**config.mk**
```make
export PLATFORM = sky130hd
export DESIGN_NAME = tcc_regs
export DESIGN_NICKNAME = d
export VERILOG_FILES = /design/src/tcc_pkg.sv /design/src/tcc_id_rom.sv /design/src/tcc_count_scale.sv /design/src/tcc_regs.sv
export VERILOG_INCLUDE_DIRS = /design/src
export SDC_FILE = /design/constraint.sdc
export NUM_CORES = 1
export LEC_CHECK = 0
export ABC_AREA = 1
export CAP_MARGIN = 10
export CORE_MARGIN = 10
export CORE_UTILIZATION = 35
export DETAILED_ROUTE_END_ITERATION = 12
export DONT_BUFFER_PORTS = 1
export GPL_TIMING_DRIVEN = 0
export PLACE_DENSITY = 0.59
export SLEW_MARGIN = 5
export SYNTH_ARGS = -nofsm -noshare
export SYNTH_HDL_FRONTEND = slang
export SYNTH_SLANG_ARGS = --single-unit
```
**constraint.sdc**
```tcl
create_clock -name sys_clk -period 0.8 [get_ports sys_clk]
set_clock_uncertainty 0.05 [all_clocks]
set_input_delay 0.16 -clock sys_clk [delete_from_list [all_inputs] [get_ports sys_clk]]
set_output_delay 0.16 -clock sys_clk [all_outputs]
set_load 0.005 [all_outputs]
```
**src/tcc_cfg.svh**
```systemverilog
// Offsets, field positions, reset values and identity codes of the bank
`ifndef TCC_CFG_SVH
`define TCC_CFG_SVH

// ----------------------------------------------------------------
// Register offsets
// ----------------------------------------------------------------
`define TCC_ADDR_CH0_TRACK 8'h25
`define TCC_ADDR_CH3_SETUP 8'h26
`define TCC_ADDR_CH12_TRACK 8'h28
`define TCC_ADDR_CH3_TRACK 8'h2b
`define TCC_ADDR_MAKER_LO 8'hfc
`define TCC_ADDR_MAKER_HI 8'hfd
`define TCC_ADDR_PART_LO 8'hfe
`define TCC_ADDR_PART_HI 8'hff

// ----------------------------------------------------------------
// Field positions (least significant bit)
// ----------------------------------------------------------------
`define TCC_CH0_FT_LSB 1
`define TCC_CH1_FT_LSB 4
`define TCC_CH2_FT_LSB 6
`define TCC_CH3_FT_LSB 0
`define TCC_RRANGE_BIT 7
`define TCC_FREQ_LSB 5
`define TCC_CYC_LSB 0

// ----------------------------------------------------------------
// Reset values and encodings
// ----------------------------------------------------------------
`define TCC_FT_RST 2'h1
`define TCC_RRANGE_RST 1'h0
`define TCC_FREQ_RST 2'h0
`define TCC_FREQ_RSVD 2'h3
`define TCC_CYC_RST 5'h04

// ----------------------------------------------------------------
// Identity codes (arbitrary values)
// ----------------------------------------------------------------
`define TCC_MAKER_CODE 16'h5a3c
`define TCC_PART_HI 8'h7e
`define TCC_PART_LO_4CH 8'h0a
`define TCC_PART_LO_2CH 8'h0b

`endif

```
**src/tcc_pkg.sv**
```systemverilog
// Types shared by the channel configuration bank
package tcc_pkg;

    typedef logic [1:0] tcc_track_t;

    typedef struct packed {
        logic wr_en;
        logic rd_en;
        logic [7:0] addr;
        logic [7:0] wdata;
    } tcc_req_s;

    typedef struct packed {
        tcc_track_t [3:0] fast_track;
        logic chan3_resistance_range;
        logic [1:0] chan3_frequency_range;
        logic [4:0] chan3_cycle_count;
    } tcc_cfg_s;

endpackage

```
**src/tcc_id_rom.sv**
```systemverilog
// Fixed identification bytes for maker and part codes
`timescale 1ns/100ps
`include "tcc_cfg.svh"

module tcc_id_rom #(
    parameter bit FOUR_CHAN = 1'b1
) (
    input wire logic [1:0] sel,
    output logic [7:0] id_byte
);
    logic [15:0] maker_code;
    logic [15:0] part_code;

    assign maker_code = `TCC_MAKER_CODE;
    // Low part byte tells the two variants apart
    assign part_code = {`TCC_PART_HI,
                        FOUR_CHAN ? `TCC_PART_LO_4CH : `TCC_PART_LO_2CH};

    always_comb begin
        case (sel)
            2'h0: id_byte = maker_code[7:0];
            2'h1: id_byte = maker_code[15:8];
            2'h2: id_byte = part_code[7:0];
            default: id_byte = part_code[15:8];
        endcase
    end
endmodule

```
**src/tcc_count_scale.sv**
```systemverilog
// Per-channel frequency counter scaling
`timescale 1ns/100ps

module tcc_count_scale (
    input wire logic sys_clk,
    input wire logic reset_n,
    input wire logic [3:0][1:0] counter_scale,
    input wire logic [3:0][15:0] raw_counts,
    output logic [3:0][15:0] scaled_counts
);
    genvar ch;
    generate
        for (ch = 0; ch < 4; ch = ch + 1) begin : g_chan
            always_ff @(posedge sys_clk or negedge reset_n) begin
                if (!reset_n) begin
                    scaled_counts[ch] <= 16'h0000;
                end else begin
                    scaled_counts[ch] <=
                        raw_counts[ch] >> counter_scale[ch];
                end
            end
        end
    endgenerate
endmodule

```
**src/tcc_regs.sv**
```systemverilog
// Channel tracking and channel 3 sensor configuration register bank
// ----------------------------------------------------------------
// What this block does
// - Channel 0 fast tracking, bits 2:1, reset 1
// - Channel 1 fast tracking, bits 5:4, reset 1
// - Channel 2 fast tracking, bits 7:6, four-channel only
// - Channel 3 fast tracking, bits 1:0, four-channel only
// - Channel 3 bit 7 selects resistance range
// - Channel 3 bits 6:5 select frequency range
// - Channel 3 bits 4:0 hold cycle count
// - Read-only maker code at 0xFC/0xFD
// - Read-only part code at 0xFE/0xFF, variant-specific
// - Counter scale shifts channel frequency count
// ----------------------------------------------------------------
`timescale 1ns/100ps
`include "tcc_cfg.svh"

module tcc_regs
    import tcc_pkg::*;
#(
    parameter bit FOUR_CHAN = 1'b1
) (
    input wire logic sys_clk,
    input wire logic reset_n,
    input wire tcc_req_s reg_req,
    output logic [7:0] reg_rdata,
    output logic reg_rvalid,
    input wire logic conv_start,
    input wire logic [3:0][1:0] counter_scale,
    input wire logic [3:0][15:0] raw_counts,
    output logic [3:0][15:0] scaled_counts,
    output tcc_cfg_s cfg_out
);

    // ------------------------------------------------------------
    // Storage and decode
    // ------------------------------------------------------------
    tcc_track_t [3:0] ft_r;
    logic rrange_r;
    logic [1:0] freq_r;
    logic [4:0] cyc_r;
    logic [7:0] rdata_nxt;
    logic [7:0] id_byte;
    logic hit_ch0;
    logic hit_ch12;
    logic hit_ch3t;
    logic hit_ch3s;
    logic hit_id;
    tcc_cfg_s live_cfg;

    assign hit_ch0 = reg_req.addr == `TCC_ADDR_CH0_TRACK;
    assign hit_ch12 = reg_req.addr == `TCC_ADDR_CH12_TRACK;
    assign hit_ch3t = reg_req.addr == `TCC_ADDR_CH3_TRACK;
    assign hit_ch3s = reg_req.addr == `TCC_ADDR_CH3_SETUP;
    assign hit_id = reg_req.addr[7:2] == 6'(`TCC_ADDR_MAKER_LO >> 2);

    // ------------------------------------------------------------
    // Fast tracking factors
    // ------------------------------------------------------------
    // Reserved bits are not stored, so they always read back zero
    always_ff @(posedge sys_clk or negedge reset_n) begin
        if (!reset_n) begin
            ft_r <= {4{`TCC_FT_RST}};
        end else if (reg_req.wr_en) begin
            if (hit_ch0) begin
                ft_r[0] <= reg_req.wdata[`TCC_CH0_FT_LSB +: 2];
            end
            if (hit_ch12) begin
                ft_r[1] <= reg_req.wdata[`TCC_CH1_FT_LSB +: 2];
                if (FOUR_CHAN) begin
                    ft_r[2] <= reg_req.wdata[`TCC_CH2_FT_LSB +: 2];
                end
            end
            if (hit_ch3t && FOUR_CHAN) begin
                ft_r[3] <= reg_req.wdata[`TCC_CH3_FT_LSB +: 2];
            end
        end
    end

    // ------------------------------------------------------------
    // Channel 3 sensor setup
    // ------------------------------------------------------------
    always_ff @(posedge sys_clk or negedge reset_n) begin
        if (!reset_n) begin
            rrange_r <= `TCC_RRANGE_RST;
            freq_r <= `TCC_FREQ_RST;
            cyc_r <= `TCC_CYC_RST;
        end else if (reg_req.wr_en && hit_ch3s && FOUR_CHAN) begin
            rrange_r <= reg_req.wdata[`TCC_RRANGE_BIT];
            // Reserved frequency code keeps the previous range
            if (reg_req.wdata[`TCC_FREQ_LSB +: 2] != `TCC_FREQ_RSVD) begin
                freq_r <= reg_req.wdata[`TCC_FREQ_LSB +: 2];
            end
            cyc_r <= reg_req.wdata[`TCC_CYC_LSB +: 5];
        end
    end

    // ------------------------------------------------------------
    // Read path
    // ------------------------------------------------------------
    tcc_id_rom #(
        .FOUR_CHAN(FOUR_CHAN)
    ) u_id_rom (
        .sel(reg_req.addr[1:0]),
        .id_byte(id_byte)
    );

    always_comb begin
        rdata_nxt = 8'h00;
        if (hit_id) begin
            rdata_nxt = id_byte;
        end else if (hit_ch0) begin
            rdata_nxt[`TCC_CH0_FT_LSB +: 2] = ft_r[0];
        end else if (hit_ch12) begin
            rdata_nxt[`TCC_CH1_FT_LSB +: 2] = ft_r[1];
            rdata_nxt[`TCC_CH2_FT_LSB +: 2] = ft_r[2];
        end else if (hit_ch3t) begin
            rdata_nxt[`TCC_CH3_FT_LSB +: 2] = ft_r[3];
        end else if (hit_ch3s) begin
            rdata_nxt[`TCC_RRANGE_BIT] = rrange_r;
            rdata_nxt[`TCC_FREQ_LSB +: 2] = freq_r;
            rdata_nxt[`TCC_CYC_LSB +: 5] = cyc_r;
        end
    end

    always_ff @(posedge sys_clk or negedge reset_n) begin
        if (!reset_n) begin
            reg_rdata <= 8'h00;
            reg_rvalid <= 1'b0;
        end else begin
            reg_rvalid <= reg_req.rd_en;
            if (reg_req.rd_en) begin
                reg_rdata <= rdata_nxt;
            end
        end
    end

    // ------------------------------------------------------------
    // Settings handed to measurement at conversion start
    // ------------------------------------------------------------
    assign live_cfg.fast_track = ft_r;
    assign live_cfg.chan3_resistance_range = rrange_r;
    assign live_cfg.chan3_frequency_range = freq_r;
    assign live_cfg.chan3_cycle_count = cyc_r;

    always_ff @(posedge sys_clk or negedge reset_n) begin
        if (!reset_n) begin
            cfg_out <= {{4{`TCC_FT_RST}}, `TCC_RRANGE_RST, `TCC_FREQ_RST,
                        `TCC_CYC_RST};
        end else if (conv_start) begin
            cfg_out <= live_cfg;
        end
    end

    tcc_count_scale u_count_scale (
        .sys_clk(sys_clk),
        .reset_n(reset_n),
        .counter_scale(counter_scale),
        .raw_counts(raw_counts),
        .scaled_counts(scaled_counts)
    );

    // ------------------------------------------------------------
    // Checks
    // ------------------------------------------------------------
    logic [7:0] wdata_q;
    logic [15:0] raw0_q;
    logic [1:0] scale0_q;
    logic [15:0] raw3_q;
    logic [1:0] scale3_q;

    always_ff @(posedge sys_clk or negedge reset_n) begin
        if (!reset_n) begin
            wdata_q <= 8'h00;
            raw0_q <= 16'h0000;
            scale0_q <= 2'h0;
            raw3_q <= 16'h0000;
            scale3_q <= 2'h0;
        end else begin
            wdata_q <= reg_req.wdata;
            raw0_q <= raw_counts[0];
            scale0_q <= counter_scale[0];
            raw3_q <= raw_counts[3];
            scale3_q <= counter_scale[3];
        end
    end

    ch0_track_write_a: assert property (
        @(posedge sys_clk) disable iff (!reset_n)
        reg_req.wr_en && hit_ch0 |=> ft_r[0] == wdata_q[2:1])
        else $error("channel 0 tracking factor not stored");

    ch1_track_write_a: assert property (
        @(posedge sys_clk) disable iff (!reset_n)
        reg_req.wr_en && hit_ch12 |=> ft_r[1] == wdata_q[5:4])
        else $error("channel 1 tracking factor not stored");

    ch2_track_write_a: assert property (
        @(posedge sys_clk) disable iff (!reset_n)
        reg_req.wr_en && hit_ch12 |=>
            ft_r[2] == (FOUR_CHAN ? wdata_q[7:6] : $past(ft_r[2])))
        else $error("channel 2 tracking factor wrong");

    ch3_track_write_a: assert property (
        @(posedge sys_clk) disable iff (!reset_n)
        reg_req.wr_en && hit_ch3t |=>
            ft_r[3] == (FOUR_CHAN ? wdata_q[1:0] : $past(ft_r[3])))
        else $error("channel 3 tracking factor wrong");

    rsvd_read_zero_a: assert property (
        @(posedge sys_clk) disable iff (!reset_n)
        reg_req.rd_en && hit_ch0 |=>
            reg_rvalid && reg_rdata[7:3] == 5'h00 && !reg_rdata[0])
        else $error("reserved tracking bits read nonzero");

    range_write_a: assert property (
        @(posedge sys_clk) disable iff (!reset_n)
        reg_req.wr_en && hit_ch3s && FOUR_CHAN |=> rrange_r == wdata_q[7])
        else $error("resistance range not stored");

    freq_rsvd_hold_a: assert property (
        @(posedge sys_clk) disable iff (!reset_n)
        reg_req.wr_en && hit_ch3s && reg_req.wdata[6:5] == 2'h3 |=>
            $stable(freq_r) && freq_r != 2'h3)
        else $error("reserved frequency code accepted");

    cycle_write_a: assert property (
        @(posedge sys_clk) disable iff (!reset_n)
        reg_req.wr_en && hit_ch3s && FOUR_CHAN |=> cyc_r == wdata_q[4:0])
        else $error("cycle count not stored");

    maker_read_a: assert property (
        @(posedge sys_clk) disable iff (!reset_n)
        reg_req.rd_en && reg_req.addr == 8'hfd |=>
            reg_rdata == 8'h5a && reg_rvalid)
        else $error("maker code high byte wrong");

    part_read_a: assert property (
        @(posedge sys_clk) disable iff (!reset_n)
        reg_req.rd_en && reg_req.addr == 8'hfe |=>
            reg_rdata == (FOUR_CHAN ? 8'h0a : 8'h0b))
        else $error("part code low byte wrong");

    scale_shift_a: assert property (
        @(posedge sys_clk) disable iff (!reset_n)
        $past(reset_n) |-> scaled_counts[0] == (raw0_q >> scale0_q))
        else $error("channel 0 count not scaled");

    apply_cfg_a: assert property (
        @(posedge sys_clk) disable iff (!reset_n)
        conv_start ##1 !conv_start [*2] |->
            cfg_out == $past(live_cfg, 2) && $stable(cfg_out))
        else $error("settings not applied at conversion start");

    ch0_read_back_a: assert property (
        @(posedge sys_clk) disable iff (!reset_n)
        reg_req.rd_en && hit_ch0 |=> reg_rdata[2:1] == $past(ft_r[0]))
        else $error("channel 0 tracking factor read wrong");

    ch12_read_back_a: assert property (
        @(posedge sys_clk) disable iff (!reset_n)
        reg_req.rd_en && hit_ch12 |=>
            reg_rdata == {$past(ft_r[2]), $past(ft_r[1]), 4'h0})
        else $error("channel 1 and 2 tracking factors read wrong");

    ch3_read_back_a: assert property (
        @(posedge sys_clk) disable iff (!reset_n)
        reg_req.rd_en && hit_ch3t |=>
            reg_rdata == {6'h00, $past(ft_r[3])})
        else $error("channel 3 tracking factor read wrong");

    setup_read_back_a: assert property (
        @(posedge sys_clk) disable iff (!reset_n)
        reg_req.rd_en && hit_ch3s |=>
            reg_rdata == {$past(rrange_r), $past(freq_r), $past(cyc_r)})
        else $error("channel 3 sensor setup read wrong");

    id_write_ignored_a: assert property (
        @(posedge sys_clk) disable iff (!reset_n)
        reg_req.wr_en && hit_id |=> $stable(ft_r) && $stable(rrange_r) &&
            $stable(freq_r) && $stable(cyc_r))
        else $error("identity write changed a setting");

    cfg_hold_a: assert property (
        @(posedge sys_clk) disable iff (!reset_n)
        !conv_start |=> $stable(cfg_out))
        else $error("settings changed without conversion start");

    maker_low_read_a: assert property (
        @(posedge sys_clk) disable iff (!reset_n)
        reg_req.rd_en && reg_req.addr == `TCC_ADDR_MAKER_LO |=>
            reg_rdata == 8'(`TCC_MAKER_CODE) && reg_rvalid)
        else $error("maker code low byte wrong");

    part_high_read_a: assert property (
        @(posedge sys_clk) disable iff (!reset_n)
        reg_req.rd_en && reg_req.addr == `TCC_ADDR_PART_HI |=>
            reg_rdata == `TCC_PART_HI && reg_rvalid)
        else $error("part code high byte wrong");

    freq_legal_a: assert property (
        @(posedge sys_clk) disable iff (!reset_n)
        freq_r != `TCC_FREQ_RSVD)
        else $error("reserved frequency range stored");

    scale_ch3_a: assert property (
        @(posedge sys_clk) disable iff (!reset_n)
        $past(reset_n) |-> scaled_counts[3] == (raw3_q >> scale3_q))
        else $error("channel 3 count not scaled");

endmodule

```
# Word-level counts from Yosys, hierarchy flattened
# Cells that the tools add are included.
# classes
n_eq_ne,8
n_mux,10
reduce_logical,6
shift,4
# ops
cell,n
$shr 16x2->16,4
$eq 8x6->1 const B,4
$pmux 7 s3,1
$mux 8,2
$mux 4,2
$reduce_and 2->1,4
$eq 6x6->1 const B,1
$mux 6,1
$mux 5,1
$mux 2,2
$eq 2x1->1 const B,1
$eq 2x2->1 const B,1
$logic_not 2->1,1
$ne 2x2->1 const B,1
$logic_and 1x1->1,1
$mux 1,1
# word_totals
output_inout_bits,89
ff_bits,105
input_bits,93

# Longest topological paths before layout
# depth
ltp_word,6
mapped_depth,10
mapped_depth_nobuf,10

# Hierarchy
# From an unflattened synthesis, not the netlist that was laid out.
# unflattened
cells_unflattened,681
area_unflattened_um2,5437.7
# modules_own_cells
module,area_each_um2,seq_area_each_um2,n_inst,cells_each
tcc_count_scale,3450.8,1601.5,1,460
tcc_regs,1869.3,1038.5,1,203
tcc_id_rom,117.6,0.0,1,18

# Least setup slack after synthesis
# No wires, ideal clock.
# synth_timing
kind,input -> register
start,input port reg_req[8] in the netlist's numbering
end,register freq_r[0]
setup_slack_ps,-345
path_stages,9
t_arrival_ps,1022
path_buffers,1
t_required_ps,677
cell_sequence,inv_1 > ha_1 > inv_1 > nor2_4 > nand2_4 > nor2_8 > buf_8 > a21oi_2 > a21oi_2
# synth_between
elab_chain_cells,3
# synth_rtl
item,line_no,rtl
start: declaration,tcc_regs.sv:25,"input wire tcc_req_s reg_req,"
$eq 8x6->1 (no source line),n/a,
$logic_and 1x1->1,tcc_regs.sv:88,end else if (reg_req.wr_en && hit_ch3s && FOUR_CHAN) begin
$reduce_and 2->1 (no source line),n/a,
end signal: assignment,tcc_regs.sv:86,freq_r <= `TCC_FREQ_RST;
end signal: assignment,tcc_regs.sv:92,freq_r <= reg_req.wdata[`TCC_FREQ_LSB +: 2];
end: declaration,tcc_regs.sv:40,logic [1:0] freq_r;
# No other way between the ends.
# A chain may end at the register's enable or synchronous reset.

# Worst setup path after layout
# layout_timing
start,register cfg_out[2] in the netlist's numbering
end,output port cfg_out[2] in the netlist's numbering
# layout_lines
item,line_no,rtl
start: declaration,tcc_regs.sv:32,output tcc_cfg_s cfg_out
start signal: assignment,tcc_regs.sv:148,"cfg_out <= {{4{`TCC_FT_RST}}, `TCC_RRANGE_RST, `TCC_FREQ_RST,"
start signal: assignment,tcc_regs.sv:151,cfg_out <= live_cfg;
# No word-level cell between the ends.

==> flow_metrics.py <==
metrics = {
    "status": {
        "status": "finished with violations",
        "violations": "hold timing, setup timing",
    },
    "setup_path": {
        "worst_setup_path_start_kind": "flip-flop",
        "cp.required_ps": 590,
        "critical_path_class": "reg -> out",
        "end_kind": "output pin",
        "cp.arrival_ps": 930,
        "cp_max_fo": 2,
    },
    "synthesis": {
        "synth-seq-cells": 105,
        "synth_seq_area_share_pct": 53.5,
        "synth_top_area_share_pct": 48.2,
        "netlist_top_cells_count": "nand2_1, dfrtp_1, o21ai_0",
        "syn_inst": 525,
        "ys_top_cells_by_area": "dfrtp_1, nand2_1, mux2i_1",
        "ys.flop_type": "dfrtp_1",
        "synth_edf_count": 0,
        "ys_async_sr_fraction_pct": 100,
        "yosysTopAreaCell": "dfrtp_1",
        "synth.cell_area_um2": 4930,
        "yosysMostFrequentCell": "nand2_1",
        "ys_types": 33,
        "syn_nets": 622,
        "synth_warnings": 0,
        "synth.avg_cell_area_um2": 9.40,
    },
    "placement": {
        "place_congestion": 0.885,
        "dpl.hpwl_mm": 10.4,
        "place_inst": 705,
        "port_buffers": 0,
        "placed_cell_area_um2": 5410,
    },
    "drt": {
        "viasPerCell": 4.97,
        "routedWlPerCell_um": 18.3,
        "drt_iter0_markers": 159,
        "wl_mm": 14.3,
        "dr.pass1.iters": 5,
        "ant_nets": 0,
        "drc": 0,
        "via_count": 3886,
    },
    "cells_and_area": {
        "fin_area_um2": 6520,
        "area_growth_pct": 32.2,
        "drive_gt1_share_pct": 26.2,
        "final_cell_count_no_fill": 782,
        "final_net_count": 691,
        "utilization_pct": 47.2,
    },
    "sta": {
        "hold_viol": 115,
        "slew_violations": 0,
        "max_freq_mhz": 880,
        "fin_setup_tns_ps": -16820,
        "rsz0062_at_grt": "yes",
        "fin_crit_sh_pct": 142,
        "layout_setup_ws_ps": -336,
        "setup_violations": 115,
        "max_slew_margin_pct": 68.8,
        "whs_ps": -552,
        "worst_pin_slew_ps": 467,
        "min_period_ps": 1140,
    },
    "die": {
        "fp.coreArea_um2": 13800,
        "initial_core_util_pct": 35.7,
        "die-area_um2": 19200,
        "rows": 43,
        "die_w_um": 139,
        "die-height_um": 139,
        "io_pins": 182,
    },
    "global_routing": {
        "antenna_found_initial": 4,
        "grt_pass1_vias": 4017,
        "overflow": 0,
        "grt_usage_pct": 14.2,
        "grt_max_degree": 106,
        "grt_first_pass_wirelength_mm": 22.1,
    },
    "power_and_ir_drop": {
        "netSwitchingPower_uw": 3170,
        "combPwrFrac_pct": 12.6,
        "p_per_area_nw_per_um2": 1870,
        "intPower_uw": 9000,
        "clkPwrFrac_pct": 37.1,
        "switching_share_pct": 26.0,
        "leakage_uw": 0.00330,
        "seqPwrFrac_pct": 50.3,
        "vdd_ir_drop_max_v": 0.000961,
    },
    "clock_network": {
        "h-tree-depth": 3,
        "ctsHoldBuffers": 46,
        "clkTransAtPathRegs_ps": 70,
        "cts_tree": "built",
        "root_buffer": "clkbuf_16",
        "numCtsBuffers": 9,
        "max-clock-path-buffers": 2,
        "insertion_delay_ps": 350,
        "cts.sink_count": 105,
    },
    "flow_run": {
        "drv_cap": 0,
    },
    "hold_path": {
        "hold_path_class": "in -> async",
    },
}
placed cells by master (no fill, tap or decap), types with 10 or more instances in the layout:
cell type and n:
dlygate4sd3_1 23, mux2i_1 35, a21oi_2 10, dfstp_2 10, inv_2 14, o21ai_2 12, dlymetal6s4s_1 23, inv_1 44
nor2_1 21, nand2_1 107, o21ai_1 39, dfrtp_1 91, o21ai_0 22, a21oi_1 11
final timing paths:
path | start | to | slack, ps | cells after the start
max in group asynchronous | reset_n | cfg_out[12]$_DFFE_PN1P_ | 990 | 0
min in group sys_clk | conv_start | cfg_out[4]$_DFFE_PN0P_ | -70 | 1
setup reg to reg | ft_r[0]$_DFFE_PN1P_ | reg_rdata[1]$_DFFE_PN0P_ | -170 | 6
hold reg to reg | ft_r[6]$_DFFE_PN1P_ | ft_r[6]$_DFFE_PN1P_ | 440 | 2
hold / removal | reset_n | u_count_scale.scaled_counts[23]$_DFF_PN0_ | -550 | 0
setup / recovery | cfg_out[2]$_DFFE_PN1P_ | cfg_out[2] | -340 | 0
power by group through the flow:
stage / combinational (uW) / sequential (uW) / clock (uW)
after global routing: 1700 / 6160 / 4900
after global placement: 1130 / 6230 / 0
after CTS: 1430 / 6130 / 4650
after floorplan: 972 / 6050 / 0
final: 1540 / 6110 / 4510
after detailed placement: 1160 / 6220 / 0
flip-flops by register name, indices dropped and copies added, names as in the netlist:
name                         count
cfg_out                         16
cyc_r                            5
freq_r                           2
ft_r                             8
reg_rdata                        8
reg_rvalid                       1
rrange_r                         1
u_count_scale.scaled_counts     64
timing repair:
action,in CTS,in global routing
pin swaps,30,26
endpoints found under the setup margin,115,164
buffers inserted,8,4
hold endpoints to repair,175,109
gates resized for setup,26,63
through the flow:
stage          power [uW]  hold WS, ps  worst slack, ps
2_1_floorplan        7020         -186             -269
3_3_place_gp         7350         -182             -378
3_5_place_dp         7380         -182             -388
4_1_cts             12200         -567             -347
5_1_grt             12800         -577             -361
6_report            12200         -552             -336
area by class of cell:
class                      instances  area [um2]
inverter                          64         290
sequential                       105        2650
clock inverter                     7        77.6
clock buffer                       9         225
fill                            1270        7310
tap                              180         225
multi-input combinational        331        2140
buffer                            25         269
antenna                            3        7.51
timing repair buffer              58         643
routing by layer:
metal	global-route usage, %	up-vias	wire length (um)
met3	7.16	30	1460
met5	0	-	13
met2	23.1	138	7070
met4	5.88	2	470
li1	-	1842	-
met1	15.3	1874	5300
cells by family (layout without fill, tap and decap cells):
family	after synthesis	after routing	share of synthesized area [%]
compound gates	107	107	11.8
fa+ha+maj	4	4	1.01
buf+inv	89	163	7.91
flops	105	105	53.5
mux	52	52	10.8
other cells	0	3	0
simple gates	168	168	15.0
Power figures use the tool's default switching activity.
